File: config.mk
export PLATFORM = sky130hd
export DESIGN_NAME = ecu_capture_top
export DESIGN_NICKNAME = d
export VERILOG_FILES = /design/src/ecu_pkg.sv /design/src/ecu_capture_top.sv
export SDC_FILE = /design/constraint.sdc
export NUM_CORES = 1
export LEC_CHECK = 0
export ABC_AREA = 0
export BUFFER_PORTS_ARGS = -buffer_cell sky130_fd_sc_hd__buf_2
export CAP_MARGIN = 20
export CORE_AREA = 2 2 305 307
export DETAILED_ROUTE_END_ITERATION = 8
export DIE_AREA = 0 0 307 309
export GPL_TIMING_DRIVEN = 0
export HOLD_SLACK_MARGIN = 0.05
export PLACE_DENSITY = 0.46
export SETUP_SLACK_MARGIN = 0.05
export SLEW_MARGIN = 20
export SYNTH_ARGS = -nofsm -noshare
export SYNTH_HDL_FRONTEND = slang
export SYNTH_SLANG_ARGS = --single-unit
File: constraint.sdc
create_clock -name clk_i -period 4.15 [get_ports clk_i]
set_input_delay 0.2075 -clock clk_i [delete_from_list [all_inputs] [get_ports clk_i]]
set_output_delay 0.2075 -clock clk_i [all_outputs]
set_load 0.02 [all_outputs]
File: src/ecu_pkg.sv
// shared constants and state type of the extended capture unit
package ecu_pkg;

    // ----------------------------------------------------------------
    // sizes
    // ----------------------------------------------------------------
    localparam int NCH = 8;
    localparam int NBUF = 4;

    // ----------------------------------------------------------------
    // register byte offsets
    // ----------------------------------------------------------------
    localparam logic [7:0] ADR_CTRL = 8'h00;
    localparam logic [7:0] ADR_FSEL = 8'h04;
    localparam logic [7:0] ADR_NOVW = 8'h08;
    localparam logic [7:0] ADR_EDGE = 8'h0c;
    localparam logic [7:0] ADR_DLY = 8'h10;
    localparam logic [7:0] ADR_MCTL = 8'h14;
    localparam logic [7:0] ADR_MCNT = 8'h18;
    localparam logic [7:0] ADR_MSTAT = 8'h1c;
    localparam logic [7:0] ADR_TCNT = 8'h20;
    localparam logic [7:0] ADR_FULL = 8'h24;
    // regions: capture 0x40-0x5c, holding 0x60-0x6c, accum 0x70-0x7c, accum hold 0x80-0x8c
    localparam logic [2:0] RGN_CAP = 3'h2;
    localparam logic [3:0] RGN_HOLD = 4'h6;
    localparam logic [3:0] RGN_PA = 4'h7;
    localparam logic [3:0] RGN_PAH = 4'h8;

    // ----------------------------------------------------------------
    // field positions
    // ----------------------------------------------------------------
    localparam int CT_EN = 0;
    localparam int CT_PS = 1;
    localparam int CT_LQ = 4;
    localparam int CT_SAT = 5;
    localparam int CT_PAIR = 6;
    localparam int MC_EN = 0;
    localparam int MC_PER = 1;
    localparam int MC_PS = 2;
    localparam int MC_ZLAT = 4;
    localparam int MC_FORCE = 5;
    localparam int MS_ZF = 0;

    // ----------------------------------------------------------------
    // values
    // ----------------------------------------------------------------
    localparam logic [7:0] SAT_VAL = 8'hff;
    localparam logic [15:0] MOD_ONE = 16'h0001;
    localparam logic [15:0] ZERO16 = 16'h0000;

    typedef struct packed {
        logic [7:0] s1, s2, flt;
        logic [3:0][7:0] dly;
        logic [7:0] dly_val;
        logic [6:0] pre;
        logic [15:0] cnt;
        logic [3:0] mpre;
        logic [15:0] mcnt, mrld;
        logic mzf;
        logic [4:0] mctl;
        logic [7:0] ctrl, fsel, novw;
        logic [15:0] edge_sel;
        logic [7:0][15:0] cap;
        logic [3:0][15:0] hold;
        logic [7:0] capf;
        logic [3:0] holdf;
        logic [3:0][7:0] pa, pah;
        logic ack;
        logic [31:0] rdat;
    } ecu_st_t;

endpackage : ecu_pkg

File: src/ecu_capture_top.sv
// extended capture unit: captures, holding registers, accumulators, modulus counter
`timescale 1ns/1ps

// How it works
// eight channels, each capture or compare by its function select bit; the code has no compare logic, a set bit only blocks capture
// a 16-bit main counter behind a prescaler is the captured time base
// the main counter prescaler is seven bits wide
// software reads counter and capture registers as whole words
// four channels have one capture register, four add a holding register
// capture empties on read or latch; holding empties on read
// non-buffered capture stores the count, replacing old value when unprotected
// protected non-buffered capture writes only into an empty register
// latch mode copies capture to holding on zero, zero write, force latch
// unprotected latch mode overwrites capture and holding on each event
// protected buffered channels write a register only when it is empty
// unprotected queue mode shifts capture to holding, loads the new count
// queue mode holding read copies the accumulator to its holding register
// four 8-bit accumulators with holding registers count channel edges
// saturate bit stops 8-bit accumulators at all ones
// each accumulator pair can run as one 16-bit accumulator
// 16-bit modulus down-counter with a 4-bit prescaler
// modulus count reaching zero can latch captures and accumulators
// four selectable delay counters filter the buffered inputs
// accumulator latch mode copies and clears on the latch events
// accumulator queue mode copies and clears on holding read
// function select zero means capture, one means compare; here one only blocks capture, no compare is built
// full flags track every capture and holding register
module ecu_capture_top (
    input wire logic clk_i,
    input wire logic rst_i,
    input wire logic [7:0] ch_pin_i,
    input wire logic wb_cyc_i,
    input wire logic wb_stb_i,
    input wire logic wb_we_i,
    input wire logic [7:0] wb_adr_i,
    input wire logic [3:0] wb_sel_i,
    input wire logic [31:0] wb_dat_i,
    output logic [31:0] wb_dat_o,
    output logic wb_ack_o
);

    // ----------------------------------------------------------------
    // helpers
    // ----------------------------------------------------------------
    function automatic logic hit(input logic [1:0] es, input logic lvl);
        return (es[0] & lvl) | (es[1] & ~lvl);
    endfunction : hit

    function automatic logic [6:0] mask7(input logic [2:0] s);
        logic [6:0] m;
        m = '0;
        for (int k = 0; k < 7; k++) begin
            if (k < int'(s)) begin
                m[k] = 1'b1;
            end
        end
        return m;
    endfunction : mask7

    // divide by 1, 4, 8 or 16
    function automatic logic [3:0] mask4(input logic [1:0] s);
        logic [3:0] m;
        m = '0;
        for (int k = 0; k < 4; k++) begin
            if (s != 2'h0 && k <= int'(s)) begin
                m[k] = 1'b1;
            end
        end
        return m;
    endfunction : mask4

    function automatic logic [15:0] wm16(input logic [15:0] old, input logic [15:0] d,
                                         input logic [1:0] be);
        return {be[1] ? d[15:8] : old[15:8], be[0] ? d[7:0] : old[7:0]};
    endfunction : wm16

    ecu_pkg::ecu_st_t q, n;
    logic acc, rd, wr, ttick, mtick, zero, force_lat, wr_zero, latch;
    logic [7:0] edg, cap_ev, crd, a;
    logic [3:0] hrd, xfer;
    logic [15:0] wv, p16;

    always_comb begin
        n = q;
        a = wb_adr_i;
        acc = wb_cyc_i & wb_stb_i & ~q.ack;
        rd = acc & ~wb_we_i;
        wr = acc & wb_we_i;
        n.ack = acc;
        n.rdat = 32'h0000_0000;
        edg = '0;
        cap_ev = '0;
        crd = '0;
        hrd = '0;
        xfer = '0;
        zero = 1'b0;
        force_lat = 1'b0;
        wr_zero = 1'b0;
        wv = ecu_pkg::ZERO16;
        p16 = ecu_pkg::ZERO16;

        // ------------------------------------------------------------
        // input synchronisers and filters
        // ------------------------------------------------------------
        n.s1 = ch_pin_i;
        n.s2 = q.s1;
        // delay counters
        for (int i = 0; i < ecu_pkg::NBUF; i++) begin
            if (q.s2[i] != q.flt[i]) begin
                if (q.dly[i] >= q.dly_val) begin
                    n.flt[i] = q.s2[i];
                    n.dly[i] = 8'h00;
                    edg[i] = hit(q.edge_sel[2*i +: 2], q.s2[i]);
                end else begin
                    n.dly[i] = q.dly[i] + 8'h01;
                end
            end else begin
                n.dly[i] = 8'h00;
            end
        end
        for (int i = ecu_pkg::NBUF; i < ecu_pkg::NCH; i++) begin
            if (q.s2[i] != q.flt[i]) begin
                n.flt[i] = q.s2[i];
                edg[i] = hit(q.edge_sel[2*i +: 2], q.s2[i]);
            end
        end

        // ------------------------------------------------------------
        // main time base
        // ------------------------------------------------------------
        // seven-bit prescaler
        ttick = q.ctrl[ecu_pkg::CT_EN]
              & ((q.pre & mask7(q.ctrl[ecu_pkg::CT_PS +: 3])) == mask7(q.ctrl[ecu_pkg::CT_PS +: 3]));
        if (q.ctrl[ecu_pkg::CT_EN]) begin
            n.pre = q.pre + 7'h01;
        end
        // main counter step
        if (ttick) begin
            n.cnt = q.cnt + 16'h0001;
        end

        // ------------------------------------------------------------
        // modulus down-counter
        // ------------------------------------------------------------
        // prescaled down count
        mtick = q.mctl[ecu_pkg::MC_EN]
              & ((q.mpre & mask4(q.mctl[ecu_pkg::MC_PS +: 2])) == mask4(q.mctl[ecu_pkg::MC_PS +: 2]));
        if (q.mctl[ecu_pkg::MC_EN]) begin
            n.mpre = q.mpre + 4'h1;
        end
        if (mtick) begin
            if (q.mcnt == ecu_pkg::ZERO16) begin
                if (q.mctl[ecu_pkg::MC_PER]) begin
                    n.mcnt = q.mrld;
                end
            end else begin
                n.mcnt = q.mcnt - 16'h0001;
                zero = (q.mcnt == ecu_pkg::MOD_ONE);
            end
        end

        // ------------------------------------------------------------
        // register writes
        // ------------------------------------------------------------
        if (wr) begin
            case (a)
                ecu_pkg::ADR_CTRL: n.ctrl = wb_sel_i[0] ? wb_dat_i[7:0] : q.ctrl;
                ecu_pkg::ADR_FSEL: n.fsel = wb_sel_i[0] ? wb_dat_i[7:0] : q.fsel;
                ecu_pkg::ADR_NOVW: n.novw = wb_sel_i[0] ? wb_dat_i[7:0] : q.novw;
                ecu_pkg::ADR_DLY: n.dly_val = wb_sel_i[0] ? wb_dat_i[7:0] : q.dly_val;
                ecu_pkg::ADR_EDGE: begin
                    n.edge_sel = wm16(q.edge_sel, wb_dat_i[15:0], wb_sel_i[1:0]);
                end
                ecu_pkg::ADR_MCTL: begin
                    if (wb_sel_i[0]) begin
                        n.mctl = wb_dat_i[4:0];
                        force_lat = wb_dat_i[ecu_pkg::MC_FORCE];
                    end
                end
                ecu_pkg::ADR_MCNT: begin
                    wv = wm16(q.mrld, wb_dat_i[15:0], wb_sel_i[1:0]);
                    n.mrld = wv;
                    n.mcnt = wv;
                    n.mpre = 4'h0;
                    wr_zero = (wv == ecu_pkg::ZERO16);
                end
                ecu_pkg::ADR_MSTAT: begin
                    if (wb_sel_i[0] & wb_dat_i[ecu_pkg::MS_ZF]) begin
                        n.mzf = 1'b0;
                    end
                end
                default: ;
            endcase
        end
        // zero event beats a clear in the same cycle
        if (zero) begin
            n.mzf = 1'b1;
        end
        // zero, zero write or force latch
        latch = force_lat | wr_zero | (zero & q.mctl[ecu_pkg::MC_ZLAT]);

        // ------------------------------------------------------------
        // register reads
        // ------------------------------------------------------------
        if (rd) begin
            if (a[7:5] == ecu_pkg::RGN_CAP) begin
                crd[a[4:2]] = 1'b1;
                n.rdat = {16'h0000, q.cap[a[4:2]]};
            end else if (a[7:4] == ecu_pkg::RGN_HOLD) begin
                hrd[a[3:2]] = 1'b1;
                n.rdat = {16'h0000, q.hold[a[3:2]]};
            end else if (a[7:4] == ecu_pkg::RGN_PA) begin
                n.rdat = {24'h00_0000, q.pa[a[3:2]]};
            end else if (a[7:4] == ecu_pkg::RGN_PAH) begin
                n.rdat = {24'h00_0000, q.pah[a[3:2]]};
            end else begin
                case (a)
                    ecu_pkg::ADR_CTRL: n.rdat = {24'h00_0000, q.ctrl};
                    ecu_pkg::ADR_FSEL: n.rdat = {24'h00_0000, q.fsel};
                    ecu_pkg::ADR_NOVW: n.rdat = {24'h00_0000, q.novw};
                    ecu_pkg::ADR_EDGE: n.rdat = {16'h0000, q.edge_sel};
                    ecu_pkg::ADR_DLY: n.rdat = {24'h00_0000, q.dly_val};
                    ecu_pkg::ADR_MCTL: n.rdat = {27'h000_0000, q.mctl};
                    ecu_pkg::ADR_MCNT: n.rdat = {16'h0000, q.mcnt};
                    ecu_pkg::ADR_MSTAT: n.rdat = {31'h0000_0000, q.mzf};
                    ecu_pkg::ADR_TCNT: n.rdat = {16'h0000, q.cnt};
                    ecu_pkg::ADR_FULL: n.rdat = {20'h0_0000, q.holdf, q.capf};
                    default: n.rdat = 32'h0000_0000;
                endcase
            end
        end
        // R6 reads empty the registers
        n.capf = q.capf & ~crd;
        n.holdf = q.holdf & ~hrd;

        // ------------------------------------------------------------
        // captures
        // ------------------------------------------------------------
        // per-channel function select
        // capture only on select zero
        for (int i = 0; i < ecu_pkg::NCH; i++) begin
            cap_ev[i] = edg[i] & ~q.fsel[i];
        end
        // non-buffered capture
        for (int i = ecu_pkg::NBUF; i < ecu_pkg::NCH; i++) begin
            // protected write only when empty
            if (cap_ev[i] & (~q.novw[i] | ~n.capf[i])) begin
                n.cap[i] = q.cnt;
                n.capf[i] = 1'b1;
            end
        end
        // buffered channels keep a holding register
        for (int i = 0; i < ecu_pkg::NBUF; i++) begin
            // latch into holding
            if (latch & q.ctrl[ecu_pkg::CT_LQ] & (~q.novw[i] | ~n.holdf[i])) begin
                n.hold[i] = q.cap[i];
                // holding full, capture emptied
                n.holdf[i] = 1'b1;
                n.capf[i] = 1'b0;
            end
            if (cap_ev[i]) begin
                if (q.ctrl[ecu_pkg::CT_LQ]) begin
                    // latch mode capture overwrite
                    if (~q.novw[i] | ~n.capf[i]) begin
                        n.cap[i] = q.cnt;
                        n.capf[i] = 1'b1;
                    end
                // protected queue drops when both full
                end else if (~q.novw[i] | ~n.holdf[i] | ~n.capf[i]) begin
                    // queue shift
                    if (n.capf[i]) begin
                        n.hold[i] = n.cap[i];
                        n.holdf[i] = 1'b1;
                    end
                    n.cap[i] = q.cnt;
                    n.capf[i] = 1'b1;
                end
            end
        end

        // ------------------------------------------------------------
        // pulse accumulators
        // ------------------------------------------------------------
        // latch mode transfer; R21 queue mode transfer
        for (int i = 0; i < ecu_pkg::NBUF; i++) begin
            xfer[i] = q.ctrl[ecu_pkg::CT_LQ] ? latch : hrd[i];
        end
        for (int k = 0; k < 2; k++) begin
            // paired 16-bit accumulator
            if (q.ctrl[ecu_pkg::CT_PAIR + k]) begin
                if (xfer[2*k] | xfer[2*k+1]) begin
                    n.pah[2*k] = q.pa[2*k];
                    n.pah[2*k+1] = q.pa[2*k+1];
                    n.pa[2*k] = 8'h00;
                    n.pa[2*k+1] = 8'h00;
                end
                if (edg[2*k]) begin
                    p16 = {n.pa[2*k+1], n.pa[2*k]} + 16'h0001;
                    n.pa[2*k+1] = p16[15:8];
                    n.pa[2*k] = p16[7:0];
                end
            end else begin
                for (int j = 2*k; j < 2*k + 2; j++) begin
                    // copy and clear
                    if (xfer[j]) begin
                        n.pah[j] = q.pa[j];
                        n.pa[j] = 8'h00;
                    end
                    // edge count; R15 saturation
                    if (edg[j] & ~(q.ctrl[ecu_pkg::CT_SAT] & (n.pa[j] == ecu_pkg::SAT_VAL))) begin
                        n.pa[j] = n.pa[j] + 8'h01;
                    end
                end
            end
        end
    end

    // ----------------------------------------------------------------
    // state register
    // ----------------------------------------------------------------
    always_ff @(posedge clk_i) begin
        if (rst_i) begin
            q <= '0;
        end else begin
            q <= n;
        end
    end

    assign wb_dat_o = q.rdat;
    assign wb_ack_o = q.ack;
endmodule : ecu_capture_top

==> metrics.yaml <==
die_x_um: 307
num_vias: 19580
htree_levels: 2
row_count: 111
die-area_um2: 94860
crit_slowest_cell: "or3_4"
worstSetupEndpointType: "flip-flop"
drt_wl_total_um: 86120
timing.fmax_ghz: 0.2510
path_delay_family: "simple AND/OR/NAND/NOR gates"
core_area_um2: 91390
via_per_inst: 5.091
ys_seq_elements: 454
synth_area_per_cell_um2: 9.135
area_growth_syn_to_layout_pct: 17.21
grt_pass1_wl_um: 125900
met2WireLength_um: 37400
finalSetupViolCount: 0
grt_pass1_vias: 18510
power_leakage_nw: 9.277
register_area_um2: 9089
place_congestion: 0.9399
wl_met1_um: 40010
clk_pin_slew_ns: 0.06
holdWs_ns: 0.1543
ys_seq_area_frac: 0.4006
firstDrtPassIters: 8
dp.cells: 3728
clkSinkCount: 454
final_nets: 2723
drt-initial-drc-count: 2013
ir_drop_mv: 0.2943
crit_arrival_ns: 4.50
antenna_found_initial: 5
wl_per_cell_um: 22.39
required_ns: 4.67
postRouteAntennaNets: 0
initial_core_util: 0.2483
power_mw: 9.779
post-route-drc-count: 0
grt_max_degree: 16
overflow: 0
clockBufferDepth: 3
rsz0062_at_grt: "false"
cp_num_buf_inv: 2
hpwl_um: 63140
fin_setup_tns_ns: 0
syn-cell-area_um2: 22690
max-slew-margin-rel: 0.1110
p_per_area_nw_per_um2: 367.7
route.met3.wl_um: 5758
die_h_um: 309
cts_tree: "yes"
highest_layer: "met5"
cp-start-kind: "flip-flop"
path_cells: "inv_1 -> ha_4 -> or3b_1 -> nand4_1 -> nor4_4 -> a311oi_2 -> nand2b_1 -> buf_4 -> nand2_1 -> nor2_1 -> ha_1 -> nand3_1 -> or3_4 -> mux2_2 -> or3_1 -> and3_1"
slowest_delay_ns: 0.44
finalClockSkew_ns: 0.02324
multi_input_area_um2: 12540
instances_no_fill: 3847
synthArstFlopShare: 0
clk_latency_ns: 0.62
drive_above_1_share: 0.1248
synth_cell_type_count: 94
yosysTopAreaCell: "dfxtp_1"
post-route-period-util: 0.9601
grtUsageTotal: 0.1770
io_pins: 90
holdCritPathClass: "in2reg"
ys_top_cells_by_area: "dfxtp_1 40%, mux2i_1 11%, nor2_1 6.6%, mux4_2 6.4%, nand2_1 3.1%"
max_slew.worst_pin.slew_ns: 1.333
numPortBuffers: 43
critPathMaxFanout: 8
num_antenna_cells: 0
synth_warnings: 0
synth.top_cell.area_share: 0.4006
finalHoldViolations: 0
synth_edf_count: 0
slew_violations: 0
fillerInstances: 9814
status: "completed"
maxCapViolations: 0
numCtsBuffers: 52
postSynthCellCount: 2484
worstSetupPathType: "reg2reg"
fin_crit_ns: 3.984
ys.flop_type: "dfxtp_1"
cts_root_buffer: "clkbuf_16"
[final cells by class]
type | instances | area share
multi-input combinational | 1804 | 0.4716
sequential | 454 | 0.3417
tap | 1186 | 0.05580
clock buffer | 63 | 0.05316
buffer | 209 | 0.04060
timing repair buffer | 67 | 0.01675
clock inverter | 33 | 0.01600
inverter | 31 | 0.004375
[where the power goes]
group	leakage [nW]	switching [mW]	internal (mW)
registers	3.66	0.00724	4.37
clock network	0.896	2.06	2.95
logic	4.72	0.295	0.106
total	9.28	2.36	7.42
[registers in the layout, indices dropped and copies added, names as in the netlist]
register	flops
wb_ack_o	1
n	8
q	429
wb_dat_o	16
[synthesized netlist by cell type, types with 10 or more instances]
| cell | count |
|---|---|
| dfxtp_1 | 454 |
| nor2_1 | 399 |
| mux2i_1 | 251 |
| nand2_1 | 190 |
| a21oi_1 | 125 |
| clkbuf_1 | 113 |
| nand3_1 | 105 |
| mux4_2 | 64 |
| ha_1 | 47 |
| xor2_1 | 43 |
| o21ai_0 | 40 |
| nor2b_1 | 39 |
| buf_4 | 38 |
| nor3_1 | 37 |
| and3_1 | 36 |
| a211oi_1 | 33 |
| a22oi_1 | 31 |
| inv_1 | 31 |
| buf_2 | 29 |
| a31oi_1 | 27 |
| nand4_1 | 26 |
| xnor2_1 | 22 |
| nor4_1 | 20 |
| buf_1 | 16 |
| a221oi_1 | 15 |
| nand3b_1 | 15 |
| o21a_1 | 14 |
| or3_1 | 14 |
| a222oi_1 | 11 |
| o22ai_1 | 11 |
| mux2_2 | 10 |
[metal layers]
layer,GRT usage,up-vias
met5,0,-
met4,0.06228,4
met3,0.03062,147
met2,0.2731,678
met1,0.2479,9566
li1,-,9189
[cell families after synthesis]
logic type      after synthesis  synth area share
mux                         325            0.1792
other cells                   1         0.0001653
simple gates                941            0.1931
fa+ha+maj                    47           0.02592
compound gates              410            0.1234
xor+xnor                     65           0.02509
buf+inv                     241           0.05261
flops                       454            0.4006
[final timing paths]
check	from	endpoint	slack, ns	depth (start not counted)
setup reg to reg	q[364]$_SDFF_PP0_	q[65]$_SDFF_PP0_	0.17	16
hold / removal	wb_dat_i[3]	q[304]$_SDFFE_PP0P_	0.15	3
setup / recovery	q[364]$_SDFF_PP0_	q[65]$_SDFF_PP0_	0.17	16
hold reg to reg	n[455]$_SDFF_PP0_	q[455]$_SDFF_PP0_	0.43	1
[cells in the final DEF, fill, tap and decap left out, types with 14 or more instances in the layout]
| cell | instances |
|---|---|
| clkbuf_1 | 116 |
| a221oi_1 | 15 |
| nor2_1 | 399 |
| o21ai_0 | 40 |
| xor2_1 | 43 |
| xnor2_1 | 22 |
| buf_4 | 42 |
| a211oi_1 | 33 |
| nor2b_1 | 39 |
| dlygate4sd3_1 | 20 |
| ha_1 | 46 |
| nand2_1 | 190 |
| and3_1 | 36 |
| nand3_1 | 105 |
| buf_2 | 72 |
| buf_1 | 14 |
| mux2i_1 | 251 |
| nand3b_1 | 15 |
| conb_1 | 16 |
| a21oi_1 | 125 |
| a22oi_1 | 31 |
| inv_1 | 30 |
| dfxtp_1 | 454 |
| mux4_2 | 64 |
| a31oi_1 | 27 |
| nand4_1 | 26 |
| clkbuf_16 | 53 |
| o21a_1 | 14 |
| nor3_1 | 37 |
| nor4_1 | 18 |
[worst reg2reg max path: stages (launching register included)]
cell	delay (ns)
dfxtp_1	0.42
inv_1	0.16
ha_4	0.20
or3b_1	0.41
nand4_1	0.18
nor4_4	0.07
a311oi_2	0.27
nand2b_1	0.15
buf_4	0.21
nand2_1	0.16
nor2_1	0.14
ha_1	0.20
nand3_1	0.15
or3_4	0.44
mux2_2	0.27
or3_1	0.31
and3_1	0.15
[per-stage QoR]
| stage | cell area, um^2 | worst slack [ns] | util |
|---|---|---|---|
| floorplan | 22750 | 0.4762 | - |
| global placement | 24450 | -0.5634 | 0.2675 |
| detailed placement | 24460 | -0.4661 | 0.2676 |
| CTS | 26540 | 0.05702 | 0.2905 |
| global route | 26600 | 0.04386 | 0.2910 |
| finish | 26600 | 0.1656 | 0.2910 |
[what timing repair did]
| action | in CTS | in global routing |
|---|---|---|
| resized for setup | 6 | 9 |
| setup buffers | 2 | 1 |
| setup endpoints to repair | 27 | 11 |
| hold buffers | 20 | 0 |
| pin swaps | 2 | 2 |
| hold endpoints to repair | 33 | 0 |
Note: power is estimated with default switching activity, not from simulation.
